File: config.mk
export PLATFORM = sky130hd
export DESIGN_NAME = cwt_watchdog
export DESIGN_NICKNAME = d
export VERILOG_FILES = /design/src/rtl/cwt_pkg.sv /design/src/rtl/cwt_step_div.sv /design/src/rtl/cwt_watchdog.sv
export SDC_FILE = /design/constraint.sdc
export NUM_CORES = 1
export LEC_CHECK = 0
export ABC_CLOCK_PERIOD_IN_PS = 2200
export BUFFER_PORTS_ARGS = -buffer_cell sky130_fd_sc_hd__buf_2
export CAP_MARGIN = 15
export CORE_UTILIZATION = 49
export CTS_BUF_LIST = sky130_fd_sc_hd__clkbuf_8
export DETAILED_ROUTE_END_ITERATION = 10
export HOLD_SLACK_MARGIN = 0.08
export PLACE_DENSITY_LB_ADDON = 0.15
export SYNTH_ARGS = -nofsm -noshare
export SYNTH_HDL_FRONTEND = slang
export SYNTH_SLANG_ARGS = --single-unit
File: constraint.sdc
create_clock -name clock_i -period 2.2 [get_ports clock_i]
set_input_delay 0.33 -clock clock_i [delete_from_list [all_inputs] [get_ports clock_i]]
set_output_delay 0.33 -clock clock_i [all_outputs]
set_load 0.02 [all_outputs]
File: src/rtl/cwt_pkg.sv
// constants, register map and field layout of the countdown watchdog
// assumes a 100 MHz system clock and a 32.768 kHz oscillator level input
// Functional notes
// control byte: repeat bit 7, count bits 6..2, step bits 1..0, reset zero
// step select 00=4 s, 01=1 s, 10=1/4 s, 11=1/16 s
// period equals loaded count times step; count 1 minimum, 31 maximum
// periods span 62.5 ms to 124 s over the four steps
// unsigned 5-bit counter decrements once per selected step
// writing a zero count halts the watchdog
// nonzero count write starts counting; software writes only 1 to 31
// count written mid-period replaces the running count at once
// first period may be one step off; later periods are exact
// reading the count field returns the live counter value
// software reads twice and accepts the count only when both agree
// repeat mode: flag set, counter reloaded, next period starts at once
// single shot: flag set at the end, counter stays at zero
// after single shot ends software writes a new count to rerun
// expired flag stays set until software clears it
// event reaches a pin only when that pin's enable bit is set
// pulse mode gives one pulse per period end, flag state aside
// level mode holds the pin active exactly while the flag is set
// every step tick is divided down from the oscillator
// register writes reach the counter with load and restart together
// end of period is a one-cycle strobe feeding flag and pulse logic
package cwt_pkg;
    localparam int unsigned ADDR_W = 32;
    localparam int unsigned DATA_W = 32;
    // register indices; byte address is four times the index
    localparam logic [7:0] IDX_IRQ_MODE = 8'h28;
    localparam logic [7:0] IDX_IRQ_A_EN = 8'h29;
    localparam logic [7:0] IDX_IRQ_B_EN = 8'h2A;
    localparam logic [7:0] IDX_FLAGS = 8'h2B;
    localparam logic [7:0] IDX_WD_CTRL = 8'h2D;
    localparam logic [1:0] BYTE_SHIFT = 2'h2;
    // bit positions inside the own registers
    localparam int unsigned WD_EN_BIT = 0;
    localparam int unsigned FLAG_BIT = 0;
    localparam int unsigned MODE_A_BIT = 0;
    localparam int unsigned MODE_B_BIT = 1;
    localparam logic [7:0] CTRL_RESET = 8'h00;
    localparam logic [4:0] COUNT_ZERO = 5'h00;
    localparam logic [4:0] COUNT_ONE = 5'h01;
    // step encodings
    localparam logic [1:0] STEP_4S = 2'h0;
    localparam logic [1:0] STEP_1S = 2'h1;
    localparam logic [1:0] STEP_QS = 2'h2;
    localparam logic [1:0] STEP_SS = 2'h3;
    // oscillator division
    localparam int unsigned OSC_HZ = 32768;
    localparam int unsigned PRE_W = 17;
    localparam logic [PRE_W-1:0] DIV_4S = PRE_W'(OSC_HZ * 4 - 1);
    localparam logic [PRE_W-1:0] DIV_1S = PRE_W'(OSC_HZ - 1);
    localparam logic [PRE_W-1:0] DIV_QS = PRE_W'(OSC_HZ / 4 - 1);
    localparam logic [PRE_W-1:0] DIV_SS = PRE_W'(OSC_HZ / 16 - 1);

    typedef struct packed {
        logic repeat_sel;
        logic [4:0] count;
        logic [1:0] step;
    } cwt_ctrl_s;
endpackage

File: src/rtl/cwt_step_div.sv
// oscillator prescaler producing one step tick per selected step size
// assumes osc_i is a level already synchronous to clock_i
`timescale 1ns/10ps
`default_nettype none
module cwt_step_div (
    input wire logic clock_i,
    input wire logic rst_i,
    input wire logic osc_i,
    input wire logic [1:0] step_i,
    output logic tick_o
);
    logic osc_q;
    logic [cwt_pkg::PRE_W-1:0] pre_q;
    logic [cwt_pkg::PRE_W-1:0] mask;
    wire osc_rise = osc_i & ~osc_q;

    // step decode
    assign mask = (step_i == cwt_pkg::STEP_4S) ? cwt_pkg::DIV_4S :
                  (step_i == cwt_pkg::STEP_1S) ? cwt_pkg::DIV_1S :
                  (step_i == cwt_pkg::STEP_QS) ? cwt_pkg::DIV_QS : cwt_pkg::DIV_SS;
    // tick from oscillator
    assign tick_o = osc_rise & ((pre_q & mask) == mask);

    // free running prescaler
    // never cleared by writes, so only the first period may be one step off
    always_ff @(posedge clock_i) begin
        if (rst_i) begin
            osc_q <= 1'b0;
            pre_q <= '0;
        end else begin
            osc_q <= osc_i;
            if (osc_rise) begin
                pre_q <= pre_q + 1'b1;
            end
        end
    end
endmodule
`default_nettype wire

File: src/rtl/cwt_watchdog.sv
// countdown watchdog with classic wishbone register slave and two irq pins
// assumes osc_clk_i is synchronous to clock_i; irq pins active low
//
// Design decision made here: the Wishbone register port.
`timescale 1ns/10ps
`default_nettype none
module cwt_watchdog (
    input wire logic clock_i,
    input wire logic rst_i,
    input wire logic osc_clk_i,
    input wire logic wb_cyc_i,
    input wire logic wb_stb_i,
    input wire logic wb_we_i,
    input wire logic [cwt_pkg::ADDR_W-1:0] wb_adr_i,
    input wire logic [3:0] wb_sel_i,
    input wire logic [cwt_pkg::DATA_W-1:0] wb_dat_i,
    output logic [cwt_pkg::DATA_W-1:0] wb_dat_o,
    output logic wb_ack_o,
    output logic irq_out_a_n_o,
    output logic irq_out_b_n_o
);
    cwt_pkg::cwt_ctrl_s ctrl_q;
    logic [4:0] count_q;
    logic [4:0] count_d;
    logic expire_q;
    logic flag_q;
    logic en_a_q;
    logic en_b_q;
    logic pulse_a_q;
    logic pulse_b_q;
    logic ack_q;
    logic [cwt_pkg::DATA_W-1:0] dat_q;
    logic irq_a_n_q;
    logic irq_b_n_q;
    logic step_tick;

    wire req = wb_cyc_i & wb_stb_i & ~ack_q;
    wire wr_lane = req & wb_we_i & wb_sel_i[0];
    wire [7:0] idx = wb_adr_i[9:2];
    wire hit_ctrl = idx == cwt_pkg::IDX_WD_CTRL;
    wire hit_flags = idx == cwt_pkg::IDX_FLAGS;
    wire hit_a = idx == cwt_pkg::IDX_IRQ_A_EN;
    wire hit_b = idx == cwt_pkg::IDX_IRQ_B_EN;
    wire hit_mode = idx == cwt_pkg::IDX_IRQ_MODE;
    wire wr_ctrl = wr_lane & hit_ctrl;
    wire clr_flag = wr_lane & hit_flags & wb_dat_i[cwt_pkg::FLAG_BIT];
    wire cwt_pkg::cwt_ctrl_s wr_val = cwt_pkg::cwt_ctrl_s'(wb_dat_i[7:0]);
    wire running = count_q != cwt_pkg::COUNT_ZERO;
    // end of period strobe
    wire period_end = step_tick & (count_q == cwt_pkg::COUNT_ONE);

    // oscillator divider
    cwt_step_div u_div (
        .clock_i(clock_i),
        .rst_i(rst_i),
        .osc_i(osc_clk_i),
        .step_i(ctrl_q.step),
        .tick_o(step_tick)
    );

    // live count on read
    wire [7:0] ctrl_rd = {ctrl_q.repeat_sel, count_q, ctrl_q.step};
    wire [7:0] rd_byte = hit_ctrl ? ctrl_rd :
                         hit_flags ? {7'h00, flag_q} :
                         hit_a ? {7'h00, en_a_q} :
                         hit_b ? {7'h00, en_b_q} :
                         hit_mode ? {6'h00, pulse_b_q, pulse_a_q} : 8'h00;

    always_comb begin
        count_d = count_q;
        if (wr_ctrl) begin
            // write loads count and restarts at once
            count_d = wr_val.count;
        end else if (step_tick && running) begin
            if (period_end) begin
                // reload or stop at zero
                count_d = ctrl_q.repeat_sel ? ctrl_q.count : cwt_pkg::COUNT_ZERO;
            end else begin
                // step decrement
                count_d = count_q - cwt_pkg::COUNT_ONE;
            end
        end
    end

    // control register
    always_ff @(posedge clock_i) begin
        if (rst_i) begin
            ctrl_q <= cwt_pkg::cwt_ctrl_s'(cwt_pkg::CTRL_RESET);
            count_q <= cwt_pkg::COUNT_ZERO;
        end else begin
            count_q <= count_d;
            if (wr_ctrl) begin
                ctrl_q <= wr_val;
            end
        end
    end

    // sticky flag, set wins over clear
    always_ff @(posedge clock_i) begin
        if (rst_i) begin
            expire_q <= 1'b0;
            flag_q <= 1'b0;
        end else begin
            expire_q <= period_end & ~wr_ctrl;
            flag_q <= expire_q | (flag_q & ~clr_flag);
        end
    end

    always_ff @(posedge clock_i) begin
        if (rst_i) begin
            en_a_q <= 1'b0;
            en_b_q <= 1'b0;
            pulse_a_q <= 1'b0;
            pulse_b_q <= 1'b0;
        end else begin
            if (wr_lane && hit_a) begin
                en_a_q <= wb_dat_i[cwt_pkg::WD_EN_BIT];
            end
            if (wr_lane && hit_b) begin
                en_b_q <= wb_dat_i[cwt_pkg::WD_EN_BIT];
            end
            if (wr_lane && hit_mode) begin
                pulse_a_q <= wb_dat_i[cwt_pkg::MODE_A_BIT];
                pulse_b_q <= wb_dat_i[cwt_pkg::MODE_B_BIT];
            end
        end
    end

    // gated pulse or level
    always_ff @(posedge clock_i) begin
        if (rst_i) begin
            irq_a_n_q <= 1'b1;
            irq_b_n_q <= 1'b1;
        end else begin
            irq_a_n_q <= ~(en_a_q & (pulse_a_q ? expire_q : flag_q));
            irq_b_n_q <= ~(en_b_q & (pulse_b_q ? expire_q : flag_q));
        end
    end

    // one wait state; unmapped reads give zero
    always_ff @(posedge clock_i) begin
        if (rst_i) begin
            ack_q <= 1'b0;
            dat_q <= '0;
        end else begin
            ack_q <= req;
            if (req) begin
                dat_q <= {24'h000000, rd_byte};
            end
        end
    end

    assign wb_ack_o = ack_q;
    assign wb_dat_o = dat_q;
    assign irq_out_a_n_o = irq_a_n_q;
    assign irq_out_b_n_o = irq_b_n_q;
endmodule
`default_nettype wire

Word-level counts from Yosys, hierarchy flattened --
Index checks and enable logic that the tools add are counted. W data, S select, Z words.
Operators by class: add/sub/neg operators 2, equal/unequal tests 9, muxes and demuxes 14, bitwise gates (word level) 22, reduce and logical (&&, ||, !) cells 7
Operators with widths (number):
- $eq A8 B6 Y1 const B | 5
- $mux W17 | 2
- $mux W5 | 4
- $add A17 B1 Y17 const B | 1
- $and A17 B17 Y17 | 1
- $eq A17 B17 Y1 | 1
- $and A1 B1 Y1 | 14
- $mux W13 | 1
- $mux W2 | 4
- $mux W8 | 1
- $not A1 Y1 | 6
- $eq A5 B1 Y1 const B | 1
- $reduce_bool A5 Y1 | 1
- $sub A5 B1 Y5 const B | 1
- $logic_and A1 B1 Y1 | 4
- $eq A2 B1 Y1 const B | 1
- $eq A2 B2 Y1 const B | 1
- $logic_not A2 Y1 | 1
- $mux W1 | 2
- $reduce_bool A2 Y1 | 1
- $or A1 B1 Y1 | 1
Word-level totals: register bits after elaboration 48

Depth between registers and ports, before layout --
Gate-level depths: netlist of the first run.
depth in word-level cells 11, gate-level depth with buffers 7, depth with buffers taken out 7

Modules after synthesis --
A second synthesis of the first run with hierarchy kept.
Unflattened totals: cells, all modules 291, area, all modules 2479.9 um2
By module, submodules not included:
- cwt_watchdog | instances 1, cells each 196, area an instance 1615.3 um2, sequential area each 600.6 um2
- cwt_step_div | instances 1, cells each 95, area an instance 864.6 um2, sequential area each 360.3 um2

Least setup slack after synthesis of the first run --
No wires, ideal clock.
path kind register -> register, start register ack_q (netlist: wb_ack_o), end register flag_q, library setup time 0.128 ns, arrival 1.783 ns, required time 2.072 ns, setup slack 0.289 ns, stages on the path, launching flop included 7, buffers on the path 1, clock period less this slack 1.911 ns, cells stage by stage dfxtp_1 > nand4bb_1 > or3_1 > buf_2 > or4b_1 > a21oi_1 > nor2_1
Between the ends: cells in the longest elaborated chain, start to end 9
RTL lines:
- start, declared | RTL line cwt_watchdog.sv:31 | logic ack_q;
- start signal, assigned | RTL line cwt_watchdog.sv:146 | ack_q <= req;
- $not A1 Y1 | RTL line cwt_watchdog.sv:37 | wire req = wb_cyc_i & wb_stb_i & ~ack_q;
- $and A1 B1 Y1 | RTL line cwt_watchdog.sv:37
- $and A1 B1 Y1 (2 in a row) | RTL line cwt_watchdog.sv:38 | wire wr_lane = req & wb_we_i & wb_sel_i[0];
- $and A1 B1 Y1 (2 in a row) | RTL line cwt_watchdog.sv:46 | wire clr_flag = wr_lane & hit_flags & wb_dat_i[cwt_pkg::FLAG_BIT];
- $not A1 Y1 | RTL line cwt_watchdog.sv:105 | flag_q <= expire_q | (flag_q & ~clr_flag);
- $and A1 B1 Y1 | RTL line cwt_watchdog.sv:105
- $or A1 B1 Y1 | RTL line cwt_watchdog.sv:105
- end signal, assigned | RTL line cwt_watchdog.sv:105
- end, declared | RTL line cwt_watchdog.sv:26 | logic flag_q;
No other way between the ends. A chain may end at the register's enable or synchronous reset.

Final worst setup path of the first run --
start register u_div.pre_q[0] (netlist bit), end register count_q[4]
Between the ends: cells in the longest elaborated chain, start to end 7
RTL lines:
- start, declared | RTL line cwt_step_div.sv:13 | logic [cwt_pkg::PRE_W-1:0] pre_q;
- start signal, assigned | RTL line cwt_step_div.sv:33 | pre_q <= pre_q + 1'b1;
- $and A17 B17 Y17 * | RTL line cwt_step_div.sv:22 | assign tick_o = osc_rise & ((pre_q & mask) == mask);
- $eq A17 B17 Y1 * | RTL line cwt_step_div.sv:22
- $and A1 B1 Y1 * | RTL line cwt_step_div.sv:22
- $and A1 B1 Y1 | RTL line cwt_watchdog.sv:50 | wire period_end = step_tick & (count_q == cwt_pkg::COUNT_ONE);
- $mux W5 | RTL line cwt_watchdog.sv:75 | if (period_end) begin
- $mux W5 | RTL line cwt_watchdog.sv:74 | end else if (step_tick && running) begin
- $mux W5 | RTL line cwt_watchdog.sv:71 | if (wr_ctrl) begin
- end signal, assigned | RTL line cwt_watchdog.sv:89 | count_q <= cwt_pkg::COUNT_ZERO;
- end signal, assigned | RTL line cwt_watchdog.sv:91 | count_q <= count_d;
- end, declared | RTL line cwt_watchdog.sv:23 | logic [4:0] count_q;
Mark *: on every way between the ends. The rest lies on a longest branch, timed or not. The select of a mux whose other input is x is not followed.

==> metrics.md, run 1 <==
| Metric | Value |
|---|---|
| CTS Root Cell | `clkbuf_8` |
| Placer Congestion | `0.8513` |
| Fillers | `around 460` |
| Synthesized cell area | `2432 um2` |
| Max Clock Skew | `3.640 ps` |
| Net Sw Power | `380.1 uW` |
| Initial Util | `a little over 50%` |
| Sequential fraction of the synthesis area | `~40%` |
| Post-Synth XOR/XNOR Area | `5.041%` |
| Netlist cell types | `46` |
| Post-synth ARST share | `0%` |
| Compound-Gate Fraction of Synth Area | `10.65%` |
| Initial drt markers | `92` |
| Resized Gates After CTS | `0` |
| Largest net degree at the start of global routing | `37` |
| CP max stage cell | `or4_4` |
| Wirelength, routed | `4491 um` |
| Clock transition at path regs | `about 90 ps` |
| Share of cells above drive strength 1 | `18.63%` |
| Slowest stage delay, CP | `450 ps` |
| Top_reg_cell synth | `dfxtp_1` |
| Syn_area_per_cell | `8.565 um2` |
| Hold_buf cts | `0` |
| Mux contribution to synthesized area | `4.733%` |
| P_int | `1.474 mW` |
| Most frequent cells in the layout | `dfxtp_1 (48), nor2_1 (37), buf_2 (33)` |
| Post-synthesis cell count | `284` |
| Adder-Cell Fraction of Synth Area | `~1.5%` |
| Pre-CTS WS | `130.9 ps` |
| Drt first pass iters | `4` |
| Pins Over Slew Limit | `0` |
| Core Area | `4755 um2` |
| Worst hold-check path type | `primary input to flop` |
| DIE HEIGHT | `72.46 um` |
| Share of the clock period used by the worst path | `86.01%` |
| Vias in the first global route | `1833` |
| Overflow after GRT | `0` |
| Leading cell type in the layout, fill and taps excluded | `dfxtp_1` |
| H-tree Lvls | `2` |
| DRC Markers | `0` |
| Post-Synth Simple-Gate Area | `28.29%` |
| Startpoint Class | `flop` |
| EDFF count, synth | `0` |
| Initial antenna violation count | `0` |
| First-pass GRT wire length | `7721 um` |
| Final instance area | `2774 um2` |
| Worst-Margin Slew | `620.9 ps` |
| MaxCap Viol Count | `0` |
| Synth Register Bits | `48` |
| Sw Share | `20.50%` |
| Fin util | `58.34%` |
| Combinational Power Share | `6.1%` |
| Port bufs | `33` |
| Clock power frac | `around 47%` |
| Setup TNS | `0 ps` |
| Unrepaired setup endpoints after global routing | `no` |
| Final Non-Filler Cells | `~400` |
| Crit. End Element | `flop` |
| DR WL/cell | `11.54 um` |
| Total track usage | `a little under a fifth` |
| PwrDens | `668.4 nW/um2` |
| Fmax achieved | `528.5 MHz` |
| DIE AREA | `about 5200 um2` |
| Vias/cell | `5.118` |
| Top-Level Pins | `109` |
| Area Overhead vs Synth | `14.04%` |
| Final setup viols | `0` |
| Ys Warns | `0` |
| CTS max path bufs | `2` |
| Final Hold Violating Endpoints | `0` |
| Outcome | `complete, no violations` |
| Crit Path Category | `flop to flop` |
| DP Cell Count | `~380` |
| Lkg Pwr | `1.077 nW` |
| CTS tree | `done` |
| Clock sink count | `48` |
| Largest family of logic cells by synthesized area | `simple AND/OR/NAND/NOR gates` |
| Final worst slack | `307.7 ps` |
| Reg power frac | `47.3%` |
| Post-DP HPWL | `3317 um` |
| DIE WIDTH | `72.46 um` |
| Data arrival, critical path | `2100 ps` |
| CP Data Required Time | `~2400 ps` |
| Antenna Violating Nets Remaining | `0` |
| CP cell instances | `ha_1 > and4b_1 > nand4_1 > or4_4 > nand2b_1 > a2111oi_2` |
| Rows | `25` |
| ANT cells | `0` |
| Fin crit period | `around 1900 ps` |
| Peak VDD IR | `0.5018 mV` |
| Via count | `1991` |
| Crit path max fanout | `4` |
| Setup Fix Bufs, Post-CTS | `0` |
| Rel. slew slack | `58.61%` |
| Dpl cell area | `2615 um2` |
| Number of buffers created by CTS | `5` |
| Nets | `398` |
| Clock Latency Late Sink | `300 ps` |
[cells by family after synthesis]
| logic type | Yosys count |
|---|---|
| AND/OR/NAND/NOR | 127 |
| multiplexers | 10 |
| other | 1 |
| AO/OA/AOI/OAI | 41 |
| adder cells (fa/ha/maj) | 3 |
| XOR/XNOR | 14 |
| flip-flops | 48 |
| buffers and inverters | 40 |
[cell usage after synthesis, drive strengths merged, types with 3 or more instances]
cell type	n	area share (%)
nor4b	4	1.7
a211oi	3	0.93
ha	3	1.5
nand3	8	1.6
nand2	31	4.8
nor2	37	5.7
and3	3	0.77
mux2i	7	2.9
a21oi	17	3.5
inv	5	0.77
dfxtp	48	40
nor4	4	1.3
a22oi	7	2.2
o21ai	6	1.2
nand3b	8	2.5
clkbuf	8	1.3
nor3	7	1.4
nand4	5	1.3
or3	5	1.3
xnor2	4	1.4
buf	27	8.0
nor2b	3	0.77
xor2	10	3.6
[power by group through the flow]
stage	Clock, mW	Combinational (mW)	Sequential [mW]
global route	0.919	0.124	0.878
finish	0.865	0.112	0.877
detailed placement	0	0.112	0.898
global placement	0	0.112	0.898
CTS	0.887	0.112	0.877
floorplan	0	0.105	0.898
[layer usage]
metal / GRT usage [%] / part of all wire (%) / vias up
met4: 9.150 / 1.5 / 0
met1: 23.03 / 49 / 910
met3: 5.000 / 4.3 / 6
met5: 0 / 0 / -
met2: 30.84 / 45 / 52
li1: - / - / 1023
[per-stage QoR]
step / hold WS (ps) / power [mW]
finish: 263.0 / 1.854
global route: 263.7 / 1.922
CTS: 256.3 / 1.877
detailed placement: 417.6 / 1.010
global placement: 418.6 / 1.009
floorplan: 392.6 / 1.003
[cell type report]
type	count	area, um2	share of cell area, %
Tap cell	67	83.83	3.022
Timing Repair Buffer	42	232.7	8.390
Clock buffer	5	68.82	2.481
Sequential cell	48	960.9	34.64
Clock inverter	3	90.09	3.248
Inverter	5	18.77	0.6766
Multi-Input combinational cell	219	1319	47.54
[worst max-delay path, delay by kind of cell, from the launching register on]
family | cells | cell delay [ps]
AO/OA/AOI/OAI | 1 | 280
AND/OR/NAND/NOR | 4 | 970
flip-flops | 1 | 380
adder cells (fa/ha/maj) | 1 | 180
[sequential cells by signal, summed over array words and instances (netlist names)]
| signal | cells |
|---|---|
| u_div.osc_q | 1 |
| pulse_a_q | 1 |
| en_a_q | 1 |
| irq_out_b_n_o | 1 |
| irq_out_a_n_o | 1 |
| wb_dat_o | 8 |
| expire_q | 1 |
| en_b_q | 1 |
| pulse_b_q | 1 |
| wb_ack_o | 1 |
| flag_q | 1 |
| ctrl_q | 8 |
| count_q | 5 |
| u_div.pre_q | 17 |
[final timing paths]
kind	start	end	slack, ps	depth (start not counted)
worst max-delay path	u_div.pre_q[0]	count_q[4]	310	6
worst min-delay path	wb_dat_i[7]	ctrl_q[7]	260	3
worst max register to register	u_div.pre_q[0]	count_q[4]	310	6
worst min register to register	en_a_q	irq_out_a_n_o	430	1
No activity file was read; power rests on OpenSTA's default activity.
==> run 2, diff against run 1 <==
--- a/config.mk
+++ b/config.mk
@@ -8,11 +8,13 @@
 export ABC_CLOCK_PERIOD_IN_PS = 2200
 export BUFFER_PORTS_ARGS = -buffer_cell sky130_fd_sc_hd__buf_2
 export CAP_MARGIN = 15
+export CORE_ASPECT_RATIO = 1.25
 export CORE_UTILIZATION = 49
 export CTS_BUF_LIST = sky130_fd_sc_hd__clkbuf_8
 export DETAILED_ROUTE_END_ITERATION = 10
 export HOLD_SLACK_MARGIN = 0.08
 export PLACE_DENSITY_LB_ADDON = 0.15
+export RECOVER_POWER = 50
 export SYNTH_ARGS = -nofsm -noshare
 export SYNTH_HDL_FRONTEND = slang
 export SYNTH_SLANG_ARGS = --single-unit
==> run 2 against run 1 <==
Critical path type unchanged. Largest cell class unchanged. Global-route usage is 1.2 points higher. Non-clock buffer count is 1 higher. Largest power group unchanged. Core utilization is 1.6 points lower. Sequential power hardly changed. Via count is 0.10% lower. Critical path depth stayed put.
==> metrics.md, run 2 (synthesis results as in run 1) <==
| Metric | Value |
|---|---|
| Antenna Violating Nets Remaining | `0` |
| Clock sink count | `48` |
| Rel. slew slack | `29.32%` |
| Delay-heaviest family, CP | `simple AND/OR/NAND/NOR gates` |
| Worst-Margin Slew | `1060 ps` |
| Hold_ws | `267.7 ps` |
| Leading cell type in the layout, fill and taps excluded | `dfxtp_1` |
| Clock transition at path regs | `90 ps` |
| R2r setup slk | `280 ps` |
| CTS max path bufs | `2` |
| Number of buffers created by CTS | `5` |
| Placer Congestion | `0.7835` |
| Initial drt markers | `141` |
| Vias/cell | `5.193` |
| Reg2reg start | `u_div.pre_q[0]` |
| H-tree Lvls | `2` |
| DIE WIDTH | `65.02 um` |
| Fin crit period | `1917 ps` |
| Outcome | `complete, no violations` |
| Lkg Pwr | `between 1 and 1.5 nW` |
| Share of cells above drive strength 1 | `between 10% and 20%` |
| PwrDens | `598.0 nW/um2` |
| Nets | `399` |
| Setup TNS | `0 ps` |
| Crit path max fanout | `4` |
| Resized Gates After CTS | `0` |
| CP Data Required Time | `2410 ps` |
| Area Overhead vs Synth | `11.16%` |
| Unrepaired setup endpoints after global routing | `no` |
| Rows | `28` |
| Fillers | `480` |
| Slowest stage delay, CP | `460 ps` |
| Hold wc startpoint | `wb_dat_i[3]` |
| DRC Markers | `0` |
| Crit Path Category | `flop to flop` |
| Overall power | `1.617 mW` |
| Fin util | `56.75%` |
| DP Cell Count | `375` |
| Hold path depth | `3` |
| Critical Path Stages | `6` |
| WHS Endpoint | `ctrl_q[3]` |
| Data arrival, critical path | `2120 ps` |
| CTS tree | `done` |
| Setup Fix Bufs, Post-CTS | `0` |
| DR WL/cell | `12.22 um` |
| Fmax achieved | `521.7 MHz` |
| Share of the clock period used by the worst path | `87.12%` |
| Via count | `1989` |
| Largest register FFs | `17` |
| Reg2Reg Depth | `6` |
| FF+latch area | `960.9 um2` |
| CP bufs+invs | `0` |
| Final Hold Violating Endpoints | `0` |
| Overflow after GRT | `0` |
| Pins Over Slew Limit | `0` |
| Max Clock Skew | `13.11 ps` |
| Peak VDD IR | `slightly above 0.4 mV` |
| Worst hold-check path type | `primary input to flop` |
| DIE AREA | `5251 um2` |
| Most flops, register | `u_div.pre_q` |
| Largest net degree at the start of global routing | `26` |
| Hold_buf cts | `0` |
| Initial antenna violation count | `0` |
| Clock Latency Late Sink | `310 ps` |
| Multi-input logic area | `~1300 um2` |
| Startpoint Class | `flop` |
| Final setup viols | `0` |
| Final Non-Filler Cells | `383` |
| DIE HEIGHT | `80.77 um` |
| Port bufs | `33` |
| Wirelength, routed | `4680 um` |
| Initial Util | `51.05%` |
| Crit. End Element | `flop` |
| Top-Level Pins | `109` |
| Drt first pass iters | `4` |
| Reg2Reg Capture Point | `count_q[4]` |
| CP max stage cell | `or4_4` |
| Total track usage | `20.09%` |
| Vias in the first global route | `roughly 1800` |
| CP cell instances | `ha_1 > and4b_1 > nand4_1 > or4_4 > nand2b_1 > a2111oi_2` |
| First-pass GRT wire length | `8169 um` |
| MaxCap Viol Count | `0` |
| CTS Root Cell | `clkbuf_8` |
| Post-DP HPWL | `3452 um` |
| Core Area | `4765 um2` |
| Most frequent cells in the layout | `dfxtp_1 (48), nor2_1 (37), nand2_1 (31)` |
| ANT cells | `0` |
[run 2: cell types whose count changed in the layout (fill, tap and decap cells not counted)]
cell and change:
buf_2 -12, buf_4 -2, bufinv_16 -2, clkbuf_1 +14, clkinv_2 +1, dlymetal6s2s_1 +1, inv_1 +1
[run 2: how the worst max path moves through the flow]
stage	from	endpoint	slack, ps
5_1_grt	rst_i	u_div.pre_q[9]	100
4_1_cts	u_div.pre_q[0]	count_q[4]	270
2_1_floorplan	wb_ack_o	flag_q	290
6_report	u_div.pre_q[0]	count_q[4]	280
3_5_place_dp	wb_adr_i[8]	flag_q	210
3_3_place_gp	wb_adr_i[8]	flag_q	200
[run 2: metrics by stage]
| stage | setup WS, ps | instance area, um2 |
|---|---|---|
| detailed placement | 209.0 | 2626 |
| global placement | 198.2 | 2626 |
| finish | 283.3 | 2704 |
| floorplan | 289.3 | 2519 |
| global route | 96.43 | 2704 |
| CTS | 267.1 | 2734 |
[run 2: worst min-delay path, stage by stage]
cell and delay, ps:
buf_2 100, nand2_1 50, a21oi_1 50
[run 2: cell type report]
cell class                      instances  share of cell area [%]
Clock buffer                            5                   2.545
Sequential cell                        48                   35.54
Multi-Input combinational cell        219                   48.77
Inverter                                5                  0.6941
Tap cell                               60                   2.776
Clock inverter                          3                   1.435
Timing Repair Buffer                   43                   8.237
[run 2: power breakdown]
| group | switching [mW] | internal (mW) | total [mW] |
|---|---|---|---|
| sequential | 0.00413 | 0.873 | 0.877 |
| combinational | 0.0804 | 0.0320 | 0.112 |
| clock | 0.294 | 0.333 | 0.627 |
| total | 0.379 | 1.24 | 1.62 |
[run 2: metal layers]
metal / part of all wire (%) / global-route usage [%]
met1: 43 / 23.61
met3: 4.3 / 4.213
met5: 0 / 0
met4: 1.6 / 7.174
met2: 51 / 35.83
